## src/verilog/ssp_defines.svh

```systemverilog
// Constants for the synchronous serial port
`ifndef SSP_DEFINES_SVH
`define SSP_DEFINES_SVH

// Last count of each half clock period of the SPI master
`define SSP_DIV4_LAST  6'h01
`define SSP_DIV16_LAST 6'h07
`define SSP_DIV64_LAST 6'h1F

// Positions inside the sequence control write
`define SSP_SEQ_START_POS 0
`define SSP_SEQ_STOP_POS  2
`define SSP_SEQ_WIDTH     5

// Reset values
`define SSP_BUF_RESET 8'h00

`endif

```

## src/verilog/ssp_pkg.sv

```systemverilog
// Types shared by the synchronous serial port
package ssp_pkg;
   typedef enum logic [1:0] {
      SSP_RATE_DIV4,
      SSP_RATE_DIV16,
      SSP_RATE_DIV64,
      SSP_RATE_TIMER
   } ssp_rate_t;

   typedef enum logic [3:0] {
      SSP_I2C_IDLE,
      SSP_I2C_ST_WAIT,
      SSP_I2C_ST_HOLD,
      SSP_I2C_BYTE,
      SSP_I2C_SP_LOW,
      SSP_I2C_SP_SCL,
      SSP_I2C_SP_SDA,
      SSP_I2C_SP_CHK,
      SSP_I2C_SP_END
   } ssp_i2c_st_t;
endpackage : ssp_pkg

```

## src/verilog/ssp_core.sv

```systemverilog
// Synchronous serial port: SPI master/slave and two-wire master sequencing
`timescale 1ns/1ps
`include "ssp_defines.svh"
module ssp_core #(
   parameter int DATA_W = 8,
   parameter int BRG_W  = 7
) (
   input  wire logic              core_clk,
   input  wire logic              sys_rst,
   input  wire logic              port_enable_bit,
   input  wire logic              i2c_mode,
   input  wire logic              spi_master,
   input  wire logic              spi_clk_idle_high,
   input  wire logic              spi_clk_phase,
   input  wire logic              spi_sample_end,
   input  wire ssp_pkg::ssp_rate_t spi_rate,
   input  wire logic              spi_select_en,
   input  wire logic              timer_tick,
   input  wire logic [BRG_W-1:0]  baud_reload_value,
   input  wire logic              buf_wr_en,
   input  wire logic [DATA_W-1:0] buf_wr_data,
   input  wire logic              seq_wr_en,
   input  wire logic [4:0]        seq_wr_data,
   input  wire logic              write_collision_flag_clr,
   input  wire logic              bcl_clr,
   input  wire logic              irq_clr,
   output wire logic [DATA_W-1:0] rx_data,
   output wire logic              rx_valid,
   input  wire logic              rx_ready,
   input  wire logic              sck_in,
   output wire logic              sck_o,
   output wire logic              sck_oe_n,
   input  wire logic              sdi,
   output wire logic              sdo_o,
   output wire logic              sdo_oe_n,
   input  wire logic              ss_n,
   input  wire logic              sda_in,
   output wire logic              sda_o,
   output wire logic              sda_oe_n,
   input  wire logic              scl_in,
   output wire logic              scl_o,
   output wire logic              scl_oe_n,
   output wire logic [DATA_W-1:0] shift_buffer_reg,
   output wire logic              start_enable_bit,
   output wire logic              stop_enable_bit,
   output wire logic              start_detected,
   output wire logic              stop_detected,
   output wire logic              bus_collision_flag,
   output wire logic              write_collision_flag,
   output wire logic              serial_port_irq_flag
);
   import ssp_pkg::*;

   localparam int HW = $clog2(2 * DATA_W);
   localparam int IW = $clog2(2 * DATA_W + 2);
   localparam logic [HW-1:0] SPI_LAST = HW'(2 * DATA_W - 1);
   localparam logic [IW-1:0] I2C_LAST = IW'(2 * DATA_W + 1);
   localparam logic [IW-1:0] I2C_ACK  = IW'(2 * DATA_W);

   if (DATA_W < 2 || DATA_W > 16 || BRG_W < 1 || BRG_W > 8) begin : g_bad
      $error("ssp_core: DATA_W must be 2..16 and BRG_W 1..8");
   end

   // ==========================================================
   // Declarations
   logic              en;
   logic [DATA_W-1:0] buf_r;
   logic              pend_r;
   logic              seq_start_r;
   logic              seq_stop_r;
   logic              s_det_r;
   logic              p_det_r;
   logic              bcl_r;
   logic              write_collision_flag_r;
   logic              irq_r;
   logic              od_low_r;
   logic              spi_run_r;
   logic              spi_done_r;
   logic              sck_r;
   logic              sck_prev_r;
   logic              sdo_r;
   logic              sck_oe_n_r;
   logic              sdo_oe_n_r;
   logic [HW-1:0]     half_r;
   logic [5:0]        div_cnt_r;
   logic [5:0]        div_last;
   logic [DATA_W-1:0] tx_sh_r;
   logic [DATA_W-1:0] rx_sh_r;
   ssp_i2c_st_t       st_r;
   logic [BRG_W-1:0]  brg_cnt_r;
   logic [IW-1:0]     bit_r;
   logic [DATA_W-1:0] i2c_sh_r;
   logic              sda_oe_n_r;
   logic              scl_oe_n_r;
   logic              i2c_push_r;
   logic [DATA_W-1:0] head_r;
   logic [DATA_W-1:0] tail_r;
   logic              head_v_r;
   logic              tail_v_r;

   assign en = port_enable_bit;

   // ==========================================================
   // Event decode
   logic spi_on;
   logic i2c_on;
   logic slv_sel;
   logic tick;
   logic edge_go;
   logic out_edge;
   logic samp;
   logic spi_ld;
   logic lines_hi;
   logic brg_to;
   logic ev_st_go;
   logic ev_bcl;
   logic ev_s;
   logic ev_st_done;
   logic ev_sp_go;
   logic ev_p;
   logic ev_sp_done;
   logic i2c_byte_go;
   logic ev_byte_done;
   logic write_collision_flag_ev;
   logic buf_ok;
   logic in_ready;
   logic push_v;
   logic [DATA_W-1:0] push_d;
   logic pop;

   always_comb begin
      unique case (spi_rate)
         SSP_RATE_DIV4:  div_last = `SSP_DIV4_LAST;
         SSP_RATE_DIV16: div_last = `SSP_DIV16_LAST;
         SSP_RATE_DIV64: div_last = `SSP_DIV64_LAST;
         SSP_RATE_TIMER: div_last = `SSP_DIV64_LAST;
      endcase
   end

   assign spi_on   = en & ~i2c_mode;
   assign i2c_on   = en & i2c_mode;
   assign slv_sel  = ~spi_select_en | ~ss_n;
   assign tick     = (spi_rate == SSP_RATE_TIMER) ? timer_tick
                                                  : (div_cnt_r == div_last);
   assign edge_go  = spi_run_r & (spi_master ? tick : (sck_in != sck_prev_r));
   assign out_edge = half_r[0] ^ spi_clk_phase;
   assign samp     = spi_sample_end ? ((out_edge && half_r != '0) || half_r == SPI_LAST)
                                    : ~out_edge;
   assign spi_ld   = spi_on & pend_r & ~spi_run_r & in_ready & (spi_master | slv_sel);

   assign lines_hi     = sda_in & scl_in;
   assign brg_to       = (brg_cnt_r == '0);
   assign ev_st_go     = i2c_on & (st_r == SSP_I2C_IDLE) & seq_start_r;
   assign ev_bcl       = (ev_st_go & ~lines_hi)
                       | (i2c_on & (st_r == SSP_I2C_ST_WAIT) & ~lines_hi);
   assign ev_s         = i2c_on & (st_r == SSP_I2C_ST_WAIT) & lines_hi & brg_to;
   assign ev_st_done   = i2c_on & (st_r == SSP_I2C_ST_HOLD) & brg_to;
   assign ev_sp_go     = i2c_on & (st_r == SSP_I2C_IDLE) & ~seq_start_r & seq_stop_r;
   assign ev_p         = i2c_on & (st_r == SSP_I2C_SP_CHK) & lines_hi;
   assign ev_sp_done   = i2c_on & (st_r == SSP_I2C_SP_END) & brg_to;
   assign i2c_byte_go  = i2c_on & (st_r == SSP_I2C_IDLE) & ~seq_start_r & ~seq_stop_r
                       & pend_r & in_ready;
   assign ev_byte_done = i2c_on & (st_r == SSP_I2C_BYTE) & brg_to & (bit_r == I2C_LAST);

   assign write_collision_flag_ev = en & buf_wr_en
                  & (pend_r | (i2c_mode ? (st_r != SSP_I2C_IDLE) : spi_run_r));
   assign buf_ok  = en & buf_wr_en & ~write_collision_flag_ev;

   // ==========================================================
   // Shift buffer register
   always_ff @(posedge core_clk or posedge sys_rst) begin
      if (sys_rst) begin
         buf_r  <= `SSP_BUF_RESET;
         pend_r <= 1'b0;
      end else if (!en) begin
         pend_r <= 1'b0;
      end else if (buf_ok) begin
         buf_r  <= buf_wr_data;
         pend_r <= 1'b1;
      end else if (spi_ld || i2c_byte_go) begin
         pend_r <= 1'b0;
      end
   end

   // ==========================================================
   // SPI shifter
   always_ff @(posedge core_clk or posedge sys_rst) begin
      if (sys_rst) begin
         spi_run_r  <= 1'b0;
         spi_done_r <= 1'b0;
         sck_r      <= 1'b0;
         sck_prev_r <= 1'b0;
         sdo_r      <= 1'b0;
         half_r     <= '0;
         div_cnt_r  <= '0;
         tx_sh_r    <= '0;
         rx_sh_r    <= '0;
      end else begin
         sck_prev_r <= sck_in;
         spi_done_r <= 1'b0;
         if (!spi_on || (!spi_master && !slv_sel)) begin
            spi_run_r <= 1'b0;
            half_r    <= '0;
            div_cnt_r <= '0;
            sck_r     <= spi_clk_idle_high;
         end else if (spi_ld) begin
            spi_run_r <= 1'b1;
            half_r    <= '0;
            div_cnt_r <= '0;
            sdo_r     <= buf_r[DATA_W-1];
            tx_sh_r   <= spi_clk_phase ? buf_r : {buf_r[DATA_W-2:0], 1'b0};
         end else if (spi_run_r) begin
            div_cnt_r <= tick ? 6'h00 : div_cnt_r + 6'h01;
            if (edge_go) begin
               if (spi_master) begin
                  sck_r <= ~sck_r;
               end
               if (samp) begin
                  rx_sh_r <= {rx_sh_r[DATA_W-2:0], sdi};
               end
               if (out_edge) begin
                  sdo_r   <= tx_sh_r[DATA_W-1];
                  tx_sh_r <= {tx_sh_r[DATA_W-2:0], 1'b0};
               end
               if (half_r == SPI_LAST) begin
                  spi_run_r  <= 1'b0;
                  half_r     <= '0;
                  spi_done_r <= 1'b1;
               end else begin
                  half_r <= half_r + 1'b1;
               end
            end
         end else begin
            sck_r <= spi_clk_idle_high;
         end
      end
   end

   // SPI pin enables
   always_ff @(posedge core_clk or posedge sys_rst) begin
      if (sys_rst) begin
         sck_oe_n_r <= 1'b1;
         sdo_oe_n_r <= 1'b1;
      end else begin
         sck_oe_n_r <= ~(spi_on & spi_master);
         sdo_oe_n_r <= ~(spi_on & (spi_master | slv_sel));
      end
   end

   // ==========================================================
   // Two-wire sequencer with baud rate generator
   always_ff @(posedge core_clk or posedge sys_rst) begin
      if (sys_rst) begin
         st_r       <= SSP_I2C_IDLE;
         brg_cnt_r  <= '0;
         bit_r      <= '0;
         i2c_sh_r   <= '0;
         sda_oe_n_r <= 1'b1;
         scl_oe_n_r <= 1'b1;
         i2c_push_r <= 1'b0;
      end else if (!i2c_on) begin
         st_r       <= SSP_I2C_IDLE;
         sda_oe_n_r <= 1'b1;
         scl_oe_n_r <= 1'b1;
         i2c_push_r <= 1'b0;
      end else begin
         i2c_push_r <= ev_byte_done;
         brg_cnt_r  <= brg_to ? baud_reload_value : brg_cnt_r - 1'b1;
         unique case (st_r)
            SSP_I2C_IDLE: begin
               if (ev_st_go) begin
                  if (lines_hi) begin
                     brg_cnt_r <= baud_reload_value;
                     st_r      <= SSP_I2C_ST_WAIT;
                  end
               end else if (ev_sp_go) begin
                  sda_oe_n_r <= 1'b0;
                  st_r       <= SSP_I2C_SP_LOW;
               end else if (i2c_byte_go) begin
                  scl_oe_n_r <= 1'b0;
                  sda_oe_n_r <= buf_r[DATA_W-1];
                  i2c_sh_r   <= buf_r;
                  bit_r      <= '0;
                  brg_cnt_r  <= baud_reload_value;
                  st_r       <= SSP_I2C_BYTE;
               end
            end
            SSP_I2C_ST_WAIT: begin
               if (!lines_hi) begin
                  st_r <= SSP_I2C_IDLE;
               end else if (brg_to) begin
                  sda_oe_n_r <= 1'b0;
                  st_r       <= SSP_I2C_ST_HOLD;
               end
            end
            SSP_I2C_ST_HOLD: begin
               if (brg_to) begin
                  st_r <= SSP_I2C_IDLE;
               end
            end
            SSP_I2C_BYTE: begin
               if (brg_to) begin
                  scl_oe_n_r <= ~bit_r[0];
                  bit_r      <= bit_r + 1'b1;
                  if (bit_r == I2C_LAST) begin
                     sda_oe_n_r <= 1'b1;
                     st_r       <= SSP_I2C_IDLE;
                  end else if (bit_r[0]) begin
                     i2c_sh_r <= {i2c_sh_r[DATA_W-2:0], sda_in};
                     if (bit_r + 1'b1 == I2C_ACK) begin
                        sda_oe_n_r <= 1'b1;
                     end else begin
                        sda_oe_n_r <= i2c_sh_r[DATA_W-2];
                     end
                  end
               end
            end
            SSP_I2C_SP_LOW: begin
               if (!sda_in) begin
                  brg_cnt_r <= baud_reload_value;
                  st_r      <= SSP_I2C_SP_SCL;
               end
            end
            SSP_I2C_SP_SCL: begin
               if (brg_to) begin
                  scl_oe_n_r <= 1'b1;
                  st_r       <= SSP_I2C_SP_SDA;
               end
            end
            SSP_I2C_SP_SDA: begin
               if (brg_to) begin
                  sda_oe_n_r <= 1'b1;
                  st_r       <= SSP_I2C_SP_CHK;
               end
            end
            SSP_I2C_SP_CHK: begin
               if (lines_hi) begin
                  brg_cnt_r <= baud_reload_value;
                  st_r      <= SSP_I2C_SP_END;
               end
            end
            SSP_I2C_SP_END: begin
               if (brg_to) begin
                  st_r <= SSP_I2C_IDLE;
               end
            end
            default: st_r <= SSP_I2C_IDLE;
         endcase
      end
   end

   // ==========================================================
   // Sequence control bits
   always_ff @(posedge core_clk or posedge sys_rst) begin
      if (sys_rst) begin
         seq_start_r <= 1'b0;
         seq_stop_r  <= 1'b0;
      end else if (!en) begin
         seq_start_r <= 1'b0;
         seq_stop_r  <= 1'b0;
      end else begin
         if (seq_wr_en && !seq_start_r) begin
            seq_start_r <= seq_wr_data[`SSP_SEQ_START_POS];
            seq_stop_r  <= seq_wr_data[`SSP_SEQ_STOP_POS];
         end
         if (ev_st_done || ev_bcl) begin
            seq_start_r <= 1'b0;
         end
         if (ev_sp_done) begin
            seq_stop_r <= 1'b0;
         end
      end
   end

   // ==========================================================
   // Status flags; a set in the same cycle as a clear wins
   always_ff @(posedge core_clk or posedge sys_rst) begin
      if (sys_rst) begin
         s_det_r  <= 1'b0;
         p_det_r  <= 1'b0;
         bcl_r    <= 1'b0;
         write_collision_flag_r   <= 1'b0;
         irq_r    <= 1'b0;
         od_low_r <= 1'b0;
      end else begin
         od_low_r <= 1'b0;
         if (!en) begin
            s_det_r <= 1'b0;
            p_det_r <= 1'b0;
         end else if (ev_s) begin
            s_det_r <= 1'b1;
            p_det_r <= 1'b0;
         end else if (ev_p) begin
            p_det_r <= 1'b1;
            s_det_r <= 1'b0;
         end
         bcl_r  <= ev_bcl | (bcl_r & ~bcl_clr);
         write_collision_flag_r <= write_collision_flag_ev | (write_collision_flag_r & ~write_collision_flag_clr);
         irq_r  <= ev_sp_done | ev_byte_done | spi_done_r
                 | (irq_r & ~irq_clr);
      end
   end

   // ==========================================================
   // Two-entry receive buffer
   assign in_ready = ~tail_v_r;
   assign push_v   = spi_done_r | i2c_push_r;
   assign push_d   = i2c_mode ? i2c_sh_r : rx_sh_r;
   assign pop      = head_v_r & rx_ready;

   always_ff @(posedge core_clk or posedge sys_rst) begin
      if (sys_rst) begin
         head_r   <= '0;
         tail_r   <= '0;
         head_v_r <= 1'b0;
         tail_v_r <= 1'b0;
      end else if (pop) begin
         head_v_r <= tail_v_r | push_v;
         head_r   <= tail_v_r ? tail_r : push_d;
         tail_v_r <= 1'b0;
      end else if (push_v && !head_v_r) begin
         head_v_r <= 1'b1;
         head_r   <= push_d;
      end else if (push_v && !tail_v_r) begin
         tail_v_r <= 1'b1;
         tail_r   <= push_d;
      end
   end

   // ==========================================================
   // Outputs
   assign rx_data              = head_r;
   assign rx_valid             = head_v_r;
   assign sck_o                = sck_r;
   assign sck_oe_n             = sck_oe_n_r;
   assign sdo_o                = sdo_r;
   assign sdo_oe_n             = sdo_oe_n_r;
   assign sda_o                = od_low_r;
   assign sda_oe_n             = sda_oe_n_r;
   assign scl_o                = od_low_r;
   assign scl_oe_n             = scl_oe_n_r;
   assign shift_buffer_reg     = buf_r;
   assign start_enable_bit     = seq_start_r;
   assign stop_enable_bit      = seq_stop_r;
   assign start_detected       = s_det_r;
   assign stop_detected        = p_det_r;
   assign bus_collision_flag   = bcl_r;
   assign write_collision_flag = write_collision_flag_r;
   assign serial_port_irq_flag = irq_r;
endmodule : ssp_core

```

## config.mk

```make
export PLATFORM = sky130hd
export DESIGN_NAME = ssp_core
export DESIGN_NICKNAME = d
export VERILOG_FILES = /design/src/verilog/ssp_pkg.sv /design/src/verilog/ssp_core.sv
export VERILOG_INCLUDE_DIRS = /design/src /design/src/verilog
export SDC_FILE = /design/constraint.sdc
export NUM_CORES = 1
export LEC_CHECK = 0
export BUFFER_PORTS_ARGS = -buffer_cell sky130_fd_sc_hd__buf_2
export CAP_MARGIN = 10
export CORE_MARGIN = 1.5
export CORE_UTILIZATION = 59
export DETAILED_ROUTE_END_ITERATION = 10
export PLACE_DENSITY = 0.89
export SLEW_MARGIN = 5
export SYNTH_ARGS = -nofsm -noshare
export SYNTH_HDL_FRONTEND = slang
export SYNTH_SLANG_ARGS = --single-unit
```

## constraint.sdc

```tcl
create_clock -name core_clk -period 3 [get_ports core_clk]
set_input_delay 0.15 -clock core_clk [delete_from_list [all_inputs] [get_ports core_clk]]
set_output_delay 0.15 -clock core_clk [all_outputs]
set_load 0.01 [all_outputs]
```

Yosys cells after proc, flatten, opt, wreduce, memory -nomap -nowiden
Index checks and enable logic that the tools add are counted.
- add/subtract/negate cells: 4
- eq/ne operators: 49
- multiplexer cells: 115
- bitwise operators: 71
- reduce and logical (&&, ||, !) cells: 42
- operator list (cell ; number):
    8-bit two-way mux ; 15
    4-bit two-way mux ; 19
    1-bit two-way mux ; 60
    7-bit two-way mux ; 6
    1-bit bitwise AND ; 38
    4-bit one-hot mux with 8 select lines ; 1
    3-bit inequality test (second input constant) ; 10
    6-bit two-way mux ; 4
    1-bit NOT ; 21
    7-bit one-hot mux with 3 select lines ; 1
    5-bit two-way mux ; 4
    6-bit one-hot mux with 3 select lines ; 1
    4-bit by 3-bit equality test with 1-bit output (second input constant) ; 4
    8-bit one-hot mux with 2 select lines ; 1
    8-bit AND reduction ; 2
    3-bit by 1-bit inequality test with 1-bit output (second input constant) ; 5
    2-bit inequality test (second input constant) ; 7
    4-bit inequality test (second input constant) ; 3
    6-bit AND reduction ; 2
    2-bit nonzero test ; 6
    1-bit bitwise OR ; 11
    5-bit equality test (second input constant) ; 2
    5-bit one-hot mux with 2 select lines ; 1
    10-bit AND reduction ; 1
    33 further kinds ; 56
- bits in registers: 94
- bits of input ports: 43
- output and inout bits: 32

Logic depth before layout (Yosys ltp)
Gate-level depths: netlist of run 1.
- depth in word-level cells: 11
- depth in mapped cells: 9

Worst setup path after synthesis of run 1
OpenSTA, ideal clock, no wires.
- path kind: flip-flop to flip-flop
- from: register brg_cnt_r[0]
- to: register i2c_sh_r[0]
- data arrival time: 2.226 ns
- data required time: 2.875 ns
- path slack: 0.650 ns
- stages on the path, launching flop included: 9
- path buffers: 1
- clock period less this slack: 2.350 ns
- path through: dfrtp_1 > inv_1 > ha_1 > or3b_1 > buf_6 > nor2_8 > nand4_2 > a211oi_4 > mux2_2
- cells in the longest elaborated chain, start to end: 3
- RTL lines (element ; RTL line ; text):
    from (decl) ; ssp_core.sv:90 ; logic [BRG_W-1:0] brg_cnt_r;
    from (signal assigned) ; ssp_core.sv:268 ; brg_cnt_r <= brg_to ? baud_reload_value : brg_cnt_r - 1'b1;
    from (signal assigned) ; ssp_core.sv:273 ; brg_cnt_r <= baud_reload_value;
    from (signal assigned) ; ssp_core.sv:284 ; brg_cnt_r <= baud_reload_value;
    7-bit zero test ; ssp_core.sv:152 ; assign brg_to = (brg_cnt_r == '0);
    2-bit inequality test (no source line) ; n/a ;
    8-bit AND reduction (no source line) ; n/a ;
    to (signal assigned) ; ssp_core.sv:282 ; i2c_sh_r <= buf_r;
    to (signal assigned) ; ssp_core.sv:309 ; i2c_sh_r <= {i2c_sh_r[DATA_W-2:0], sda_in};
    to (decl) ; ssp_core.sv:92 ; logic [DATA_W-1:0] i2c_sh_r;
No other way between the ends.
A chain may end at the register's enable or synchronous reset.

Worst setup path after layout of run 1
- from: register brg_cnt_r[0]
- to: register i2c_sh_r[7]
Same word-level chain as after synthesis.

==> run summary, run 1 <==
Status: finished clean
Clk slew on worst S/H paths: 0.11 ns
# DRC: 0
Crit path DAT: 3.00 ns
CP max stage cell: or3b_1
CP Cell Sequence: inv_1, ha_1, or3b_1, nor2_8, nand4_2, a211oi_4, mux2_2
# resized after CTS: 0
Initial core utilization: 61.3%
Die area: 10300 um2
Syn-to-layout area delta: 12.9%
Critical path data required time: 3.25 ns
Leakage: 0.00300 uW
Crit Path Max Fanout: 8
Hold-fix buffers, CTS: 8
Min cycle time layout: 2.75 ns
# Max-Cap Violations: 0
Total setup buffers inserted after CTS: 0
Cells after Synth: 646
Setup TNS Final: 0 ns
CTS tree: done
Register Area: 2360 um2
Vias in the first global route: 5055
Antenna Nets Post-Route: 0
First-pass GRT wire length: 24.3 mm
Critical path's top delay family: simple AND/OR/NAND/NOR gates
EDFF count, synth: 0
Post-synth ARST share: 100%
Clock Tree Buf Depth: 2
DPL Wire Length: 10.5 mm
IO Count: 75
Largest net degree at the start of global routing: 77
RSZ-0062 raised after global routing: false
Simple-gate area share of the yosys netlist: 19.6%
Nets: 763
Diode count: 0
All-Layer GR Usage: 30.1%
HP Start: buf_wr_data[2]
Pins Over Slew Limit: 0
HP Class: input pin to flip-flop
Top_reg_cell synth: dfrtp_1
Mapped Area: 5720 um2
Worst r2r path cells: 7
Reg2reg setup slack: 0.25 ns
Crit Path Category: flip-flop to flip-flop
Post-Synth Adder-Cell Area: 1.75%
Worst hold slack: 0.0121 ns
Pre-Repair DR Iteration Count: 5
Core region area: 9330 um2
Worst slew margin: 49.2%
Syn_area_per_cell: 8.85 um2
Period utilisation layout: 91.6%
Netlist cell types: 74
Row count: 35
Share of cells above drive strength 1: 20.9%
Setup Viol. Count Final: 0
Hold path endpoint: shift_buffer_reg[2]
Via count: 5251
Post-synthesis sequential area ratio: 41.2%
Largest family of logic cells by synthesized area: compound AO/OA/AOI/OAI gates
Area of the multi-input gates: 3120 um2
CTS root buf: clkbuf_8
Clock Latency Late Sink: 0.37 ns
Hold Path Cell Cnt: 2
PortBufs: 69
Worst clock skew: 0.0153 ns
Post-synthesis mux area share: 10.4%
Final wirelength: 14.9 mm
XOR/XNOR Fraction of Synth Area: 1.99%
Post-synthesis register bit count: 94
Die H: 101 um
PD cells: 613 nW/um2
Worst R2R Start: brg_cnt_r[0]
Worst-margin pin slew: 0.760 ns
Placed cell area: 6170 um2
Hold Fails Final Rpt: 0
Filler instances: 714
WL per Instance: 17.6 um
Reg-to-reg critical path endpoint: i2c_sh_r[7]
RePlAce Congestion: 0.948
Post-synthesis compound-gate area fraction: 20.7%
Max VDD drop: 0.362 mV
CP Capture Type: flip-flop
Design area: 6450 um2
Startpoint Class: flip-flop
Max frequency: 0.364 GHz
CTS Buf Count: 9
Die Wd: 101 um
Syn. warnings: 0
Initial antenna violation count: 0
H-tree levels: 3
Initial DRC Count: 610
Detail-routed via count per cell: 6.21
Gr ovfl total: 0
Buf/Inv on CP: 1
CP max stage delay: 0.56 ns
Sink Count: 94
## stage by stage
step	util, %	setup slack, ns	total power [uW]	cells
floorplan	-	0.408	2700	647
global placement	66.2	0.384	3010	822
detailed placement	66.2	0.296	3060	822
CTS	69.1	0.271	3930	846
global route	69.1	0.174	4170	846
finish	69.1	0.253	3950	846
## per-layer routing
metal	vias to the layer above	global-route usage [%]	share of wire, %
met5	-	0	0
li1	2468	-	-
met4	0	12.6	3.0
met1	2491	39.5	41
met3	45	4.28	7.4
met2	247	50.5	48
## synth_stat cells, types with 3 or more instances
library cell	instances	share of area, %
nand2_1	101	6.6
dfrtp_1	90	39
o21ai_0	67	5.9
a21oi_1	44	3.9
nor2_1	38	2.5
mux2_2	33	6.5
clkbuf_1	25	1.6
mux2i_1	21	3.7
inv_1	20	1.3
nand3_1	20	1.8
nor3_1	19	1.7
a31oi_1	10	1.1
ha_1	8	1.8
or3_1	8	0.88
xor2_1	8	1.2
nor2b_1	7	0.77
a21o_1	6	0.79
nand2b_1	6	0.66
nand4_1	6	0.66
o22ai_1	6	0.66
o211ai_1	5	0.66
xnor2_1	5	0.77
a211oi_1	4	0.53
and3_1	4	0.44
buf_2	4	0.35
dfstp_2	4	1.8
o221ai_1	4	0.61
a22o_1	3	0.46
buf_4	3	0.39
o21bai_1	3	0.39
o31a_1	3	0.46
## cells by family after synthesis
kind of cell	after synthesis
other	1
XOR/XNOR	13
AND/OR/NAND/NOR	232
buffers and inverters	56
flip-flops	94
AO/OA/AOI/OAI	187
adder cells (fa/ha/maj)	8
multiplexers	55
## power by group
part	switching, uW	leakage [uW]	total [uW]	internal [uW]
logic	783	0.00166	1380	594
registers	242	0.00124	1720	1480
clock network	527	0.0000981	856	329
## placed cells by master (no fill, tap or decap), drive strengths merged, types with 8 or more instances in the layout
master       Yosys  layout
nand2          101     101
dfrtp           90      90
buf             11      82
o21ai           69      69
a21oi           46      46
nor2            39      39
mux2            34      34
inv             20      22
nor3            22      22
mux2i           21      21
nand3           20      20
a31oi           10      10
clkbuf          25       9
or3              8       8
xor2             8       8
ha               8       8
dlygate4sd3      0       8
## worst max path at each step
stage,to,from,slack (ns),cells after the start
after detailed placement,i2c_sh_r[7],brg_cnt_r[0],0.30,7
after floorplan,bit_r[0],sys_rst,0.41,1
after global placement,i2c_sh_r[1],brg_cnt_r[0],0.38,7
after global routing,i2c_sh_r[7],brg_cnt_r[0],0.17,7
after CTS,i2c_sh_r[7],brg_cnt_r[0],0.27,7
final,i2c_sh_r[7],brg_cnt_r[0],0.25,7
## final cells by class
cell class | instances | area share (%)
sequential | 94 | 36.5
clock buffer | 9 | 1.92
multi-input combinational | 497 | 48.4
timing repair buffer | 90 | 8.30
tap | 129 | 2.50
clock inverter | 7 | 1.16
inverter | 20 | 1.18
No activity file was read; power rests on OpenSTA's default activity.
==> run 2: changes to the inputs <==
- RECOVER_POWER: not set -> 25
==> run summary, run 2 (synthesis results as in run 1) <==
CTS root buf: clkbuf_8
Status: finished clean
HP Class: input pin to flip-flop
# DRC: 0
CTS Buf Count: 9
NetSw: 1550 uW
Logic pwr share: 34.8%
Setup TNS Final: 0 ns
First-pass GRT wire length: 24.3 mm
Die area: 10300 um2
Sink Count: 94
M3 GR Usage: 4.28%
Period utilisation layout: 91.4%
Met1 GRT Util: 39.5%
Critical path data required time: 3.25 ns
Min cycle time layout: 2.74 ns
Share of cells above drive strength 1: 18.3%
Design area: 6410 um2
Vias in the first global route: 5055
CTS tree: done
Clock Tree Buf Depth: 2
Core region area: 9330 um2
Hold-fix buffers, CTS: 8
RSZ-0062 raised after global routing: false
Gr ovfl total: 0
Crit Path Category: flip-flop to flip-flop
Syn-to-layout area delta: 12.2%
All-Layer GR Usage: 30.1%
Switching share of power: 39.2%
CP Capture Type: flip-flop
Reg power frac: 43.6%
Most frequent cells in the layout: nand2_1, dfrtp_1, o21ai_0, buf_2, a21oi_1
Crit Path Max Fanout: 8
Die H: 101 um
Worst clock skew: 0.0148 ns
# resized after CTS: 0
Via count: 5275
Leakage: 0.00292 uW
Setup Viol. Count Final: 0
RePlAce Congestion: 0.948
PD cells: 615 nW/um2
Worst-margin pin slew: 0.990 ns
Crit path DAT: 3.00 ns
DPL Wire Length: 10.5 mm
Total setup buffers inserted after CTS: 0
Detail-routed via count per cell: 6.24
Antenna Nets Post-Route: 0
Nets: 763
Max VDD drop: 0.362 mV
Placed cell area: 6170 um2
Worst slew margin: 34.0%
Met2 GRT Util: 50.5%
Final wirelength: 14.9 mm
PortBufs: 69
Row count: 35
Initial antenna violation count: 0
Filler instances: 729
Pins Over Slew Limit: 0
WL per Instance: 17.6 um
Max frequency: 0.365 GHz
# Max-Cap Violations: 0
Pre-Repair DR Iteration Count: 5
H-tree levels: 3
Global routing's busiest layer: met2
Hold Fails Final Rpt: 0
Internal power: 2400 uW
Clock power frac: 21.6%
Clk slew on worst S/H paths: 0.10 ns
Most common cell after layout, fill and taps aside: nand2_1
Diode count: 0
Initial core utilization: 61.3%
Clock Latency Late Sink: 0.37 ns
IO Count: 75
Startpoint Class: flip-flop
Largest net degree at the start of global routing: 77
Initial DRC Count: 547
Die Wd: 101 um
[run 2: changes by cell type in the layout (fill, tap and decap cells not counted)]
| cell | before | now |
|---|---|---|
| buf_1 | 0 | 1 |
| buf_12 | 1 | 0 |
| buf_2 | 69 | 51 |
| clkbuf_1 | 0 | 17 |
| clkbuf_4 | 0 | 1 |
| clkinv_2 | 1 | 0 |
| clkinvlp_2 | 0 | 1 |
| o21ai_0 | 67 | 68 |
| o21ai_2 | 1 | 0 |
[run 2: metal layers]
metal	share of wire, %	routed length (um)
met1	41	6110
met2	49	7260
met3	7.4	1100
met4	2.8	420
met5	0	0
[run 2: final cells by class]
cell class / count / area [um2] / area share, %
inverters: 20 / 76.3 / 1.19
repair buffers: 90 / 500 / 7.81
multi-input cells: 497 / 3120 / 48.6
flip-flops and latches: 94 / 2360 / 36.8
clock buffers: 9 / 124 / 1.93
well taps: 129 / 161 / 2.52
clock inverters: 7 / 75.1 / 1.17
[run 2: worst max-delay path: stages, from the launching register on]
cell and delay (ns):
dfrtp_1 0.48, inv_1 0.13, ha_1 0.24, or3b_1 0.55, nor2_8 0.21, nand4_2 0.15, a211oi_4 0.48, mux2_2 0.39
[run 2: final timing paths]
path,slack [ns],to,startpoint,cells after the start
max,0.26,i2c_sh_r[7],brg_cnt_r[0],7
min,0.01,shift_buffer_reg[2],buf_wr_data[2],2
max reg2reg,0.26,i2c_sh_r[7],brg_cnt_r[0],7
min reg2reg,0.49,rx_data[0],rx_data[0],2
max in group asynchronous,1.07,div_cnt_r[0],sys_rst,4
min in group asynchronous,0.43,brg_cnt_r[2],sys_rst,3
[run 2: through the flow]
stage,total power [uW],std cells,util (%),hold WS [ns],worst slack (ns)
2_1_floorplan,2700,647,-,0.181,0.408
3_5_place_dp,3060,822,66.2,0.133,0.296
6_report,3940,846,68.7,0.0133,0.259
4_1_cts,3930,846,69.1,0.00155,0.271
3_3_place_gp,3010,822,66.2,0.130,0.384
5_1_grt,4160,846,68.7,0.0161,0.174
[run 2: power groups by stage]
stage	logic (uW)	registers (uW)	clock network (uW)
floorplan	1030	1670	0
global placement	1290	1710	0
detailed placement	1330	1730	0
CTS	1360	1710	860
global route	1510	1750	906
finish	1370	1720	853
==> run 3: changes to the inputs <==
- MAX_ROUTING_LAYER: not set -> met4
- SKIP_CTS_REPAIR_TIMING: not set -> 1
==> run summary, run 3 (synthesis results as in run 1) <==
Status: finished with violations
Failing checks: hold timing, capacitance limit, slew limit
RePlAce Congestion: 0.949
Initial core utilization: 61.3%
Worst-margin pin slew: 1.97 ns
Die Wd: 101 um
Final Total Pwr: 4000 uW
Via count: 5333
Register Area: 2360 um2
H-tree levels: 3
CTS root buf: clkbuf_8
Pins Over Slew Limit: 45
PD cells: 617 nW/um2
# Max-Cap Violations: 1
Die area: 10300 um2
Max VDD drop: 0.317 mV
Crit Path Category: flip-flop to flip-flop
Worst slew margin: -32.0%
Most common cell after layout, fill and taps aside: nand2_1
Pre-Repair DR Iteration Count: 5
Initial antenna violation count: 0
Clk slew on worst S/H paths: 0.11 ns
Sink Count: 94
Filler instances: 706
First-pass GRT wire length: 24.3 mm
CTS tree: done
Row count: 35
Die H: 101 um
Worst hold slack: -0.00828 ns
Gr ovfl total: 0
Placed instance count: 824
All-Layer GR Usage: 31.4%
Largest net degree at the start of global routing: 45
Clock Latency Late Sink: 0.38 ns
Hold Fails Final Rpt: 1
Core region area: 9330 um2
Setup Viol. Count Final: 0
CP Capture Type: flip-flop
RSZ-0062 raised after global routing: false
Period utilisation layout: 92.9%
Setup TNS Final: 0 ns
Antenna Nets Post-Route: 0
Most frequent cells in the layout: nand2_1, dfrtp_1, o21ai_0, buf_2, a21oi_1
WL per Instance: 18.0 um
DPL Wire Length: 10.7 mm
Critical path data required time: 3.25 ns
IO Count: 75
HP Class: input pin to flip-flop
Share of cells above drive strength 1: 19.4%
Initial DRC Count: 431
Min cycle time layout: 2.79 ns
Crit path DAT: 3.04 ns
Final wirelength: 15.3 mm
CTS Buf Count: 9
Diode count: 0
Detail-routed via count per cell: 6.27
Vias in the first global route: 4962
Final core utilization: 69.5%
Clock Tree Buf Depth: 2
Syn-to-layout area delta: 13.4%
Crit Path Max Fanout: 8
Finished Layout Cells: 851
Nets: 768
Max frequency: 0.359 GHz
Leakage: 0.00297 uW
Worst clock skew: 0.0183 ns
# DRC: 0
Area of the multi-input gates: 3120 um2
PortBufs: 69
Startpoint Class: flip-flop
-- run 3: critical path: stages, from the launching register on --
cell and delay (ns):
dfrtp_1 0.47, inv_1 0.14, ha_1 0.24, or3b_1 0.56, nor2_8 0.21, nand4_2 0.14
a211oi_4 0.50, mux2_2 0.39
-- run 3: path summary, 6_finish.rpt --
| kind | slack [ns] | end | cells past startpoint | startpoint |
|---|---|---|---|---|
| max | 0.21 | i2c_sh_r[7] | 7 | brg_cnt_r[0] |
| min | -0.008 | sck_oe_n | 2 | spi_master |
| max reg2reg | 0.21 | i2c_sh_r[7] | 7 | brg_cnt_r[0] |
| min reg2reg | 0.49 | rx_data[4] | 2 | rx_data[4] |
| max in group asynchronous | 1.01 | sdo_oe_n | 4 | sys_rst |
| min in group asynchronous | 0.80 | rx_data[5] | 3 | sys_rst |
-- run 3: layout make-up --
class	instances	area share, %
multi-input cells	497	48.1
clock inverters	7	1.41
clock buffers	9	1.91
repair buffers	95	8.55
inverters	20	1.18
well taps	129	2.49
flip-flops and latches	94	36.4
-- run 3: where the power goes --
part	internal [uW]	switching [uW]	total [uW]	leakage (uW)
combinational	602	806	1410	0.00163
sequential	1480	243	1720	0.00124
clock	337	532	869	0.000105
-- run 3: layer usage --
metal  global-route usage (%)  vias up  share of wire [%]
met5                        -        -                  0
met4                     11.2        0                2.3
met3                     5.38       42                7.7
met2                     50.1      285                 49
met1                     40.5     2543                 41
li1                         -     2463                  -
-- run 3: metrics by stage --
| step | instance area (um2) | setup slack (ns) |
|---|---|---|
| after floorplan | 5720 | 0.408 |
| after global placement | 6170 | 0.377 |
| after detailed placement | 6170 | 0.292 |
| after CTS | 6390 | 0.245 |
| after global routing | 6480 | 0.0996 |
| final | 6480 | 0.214 |
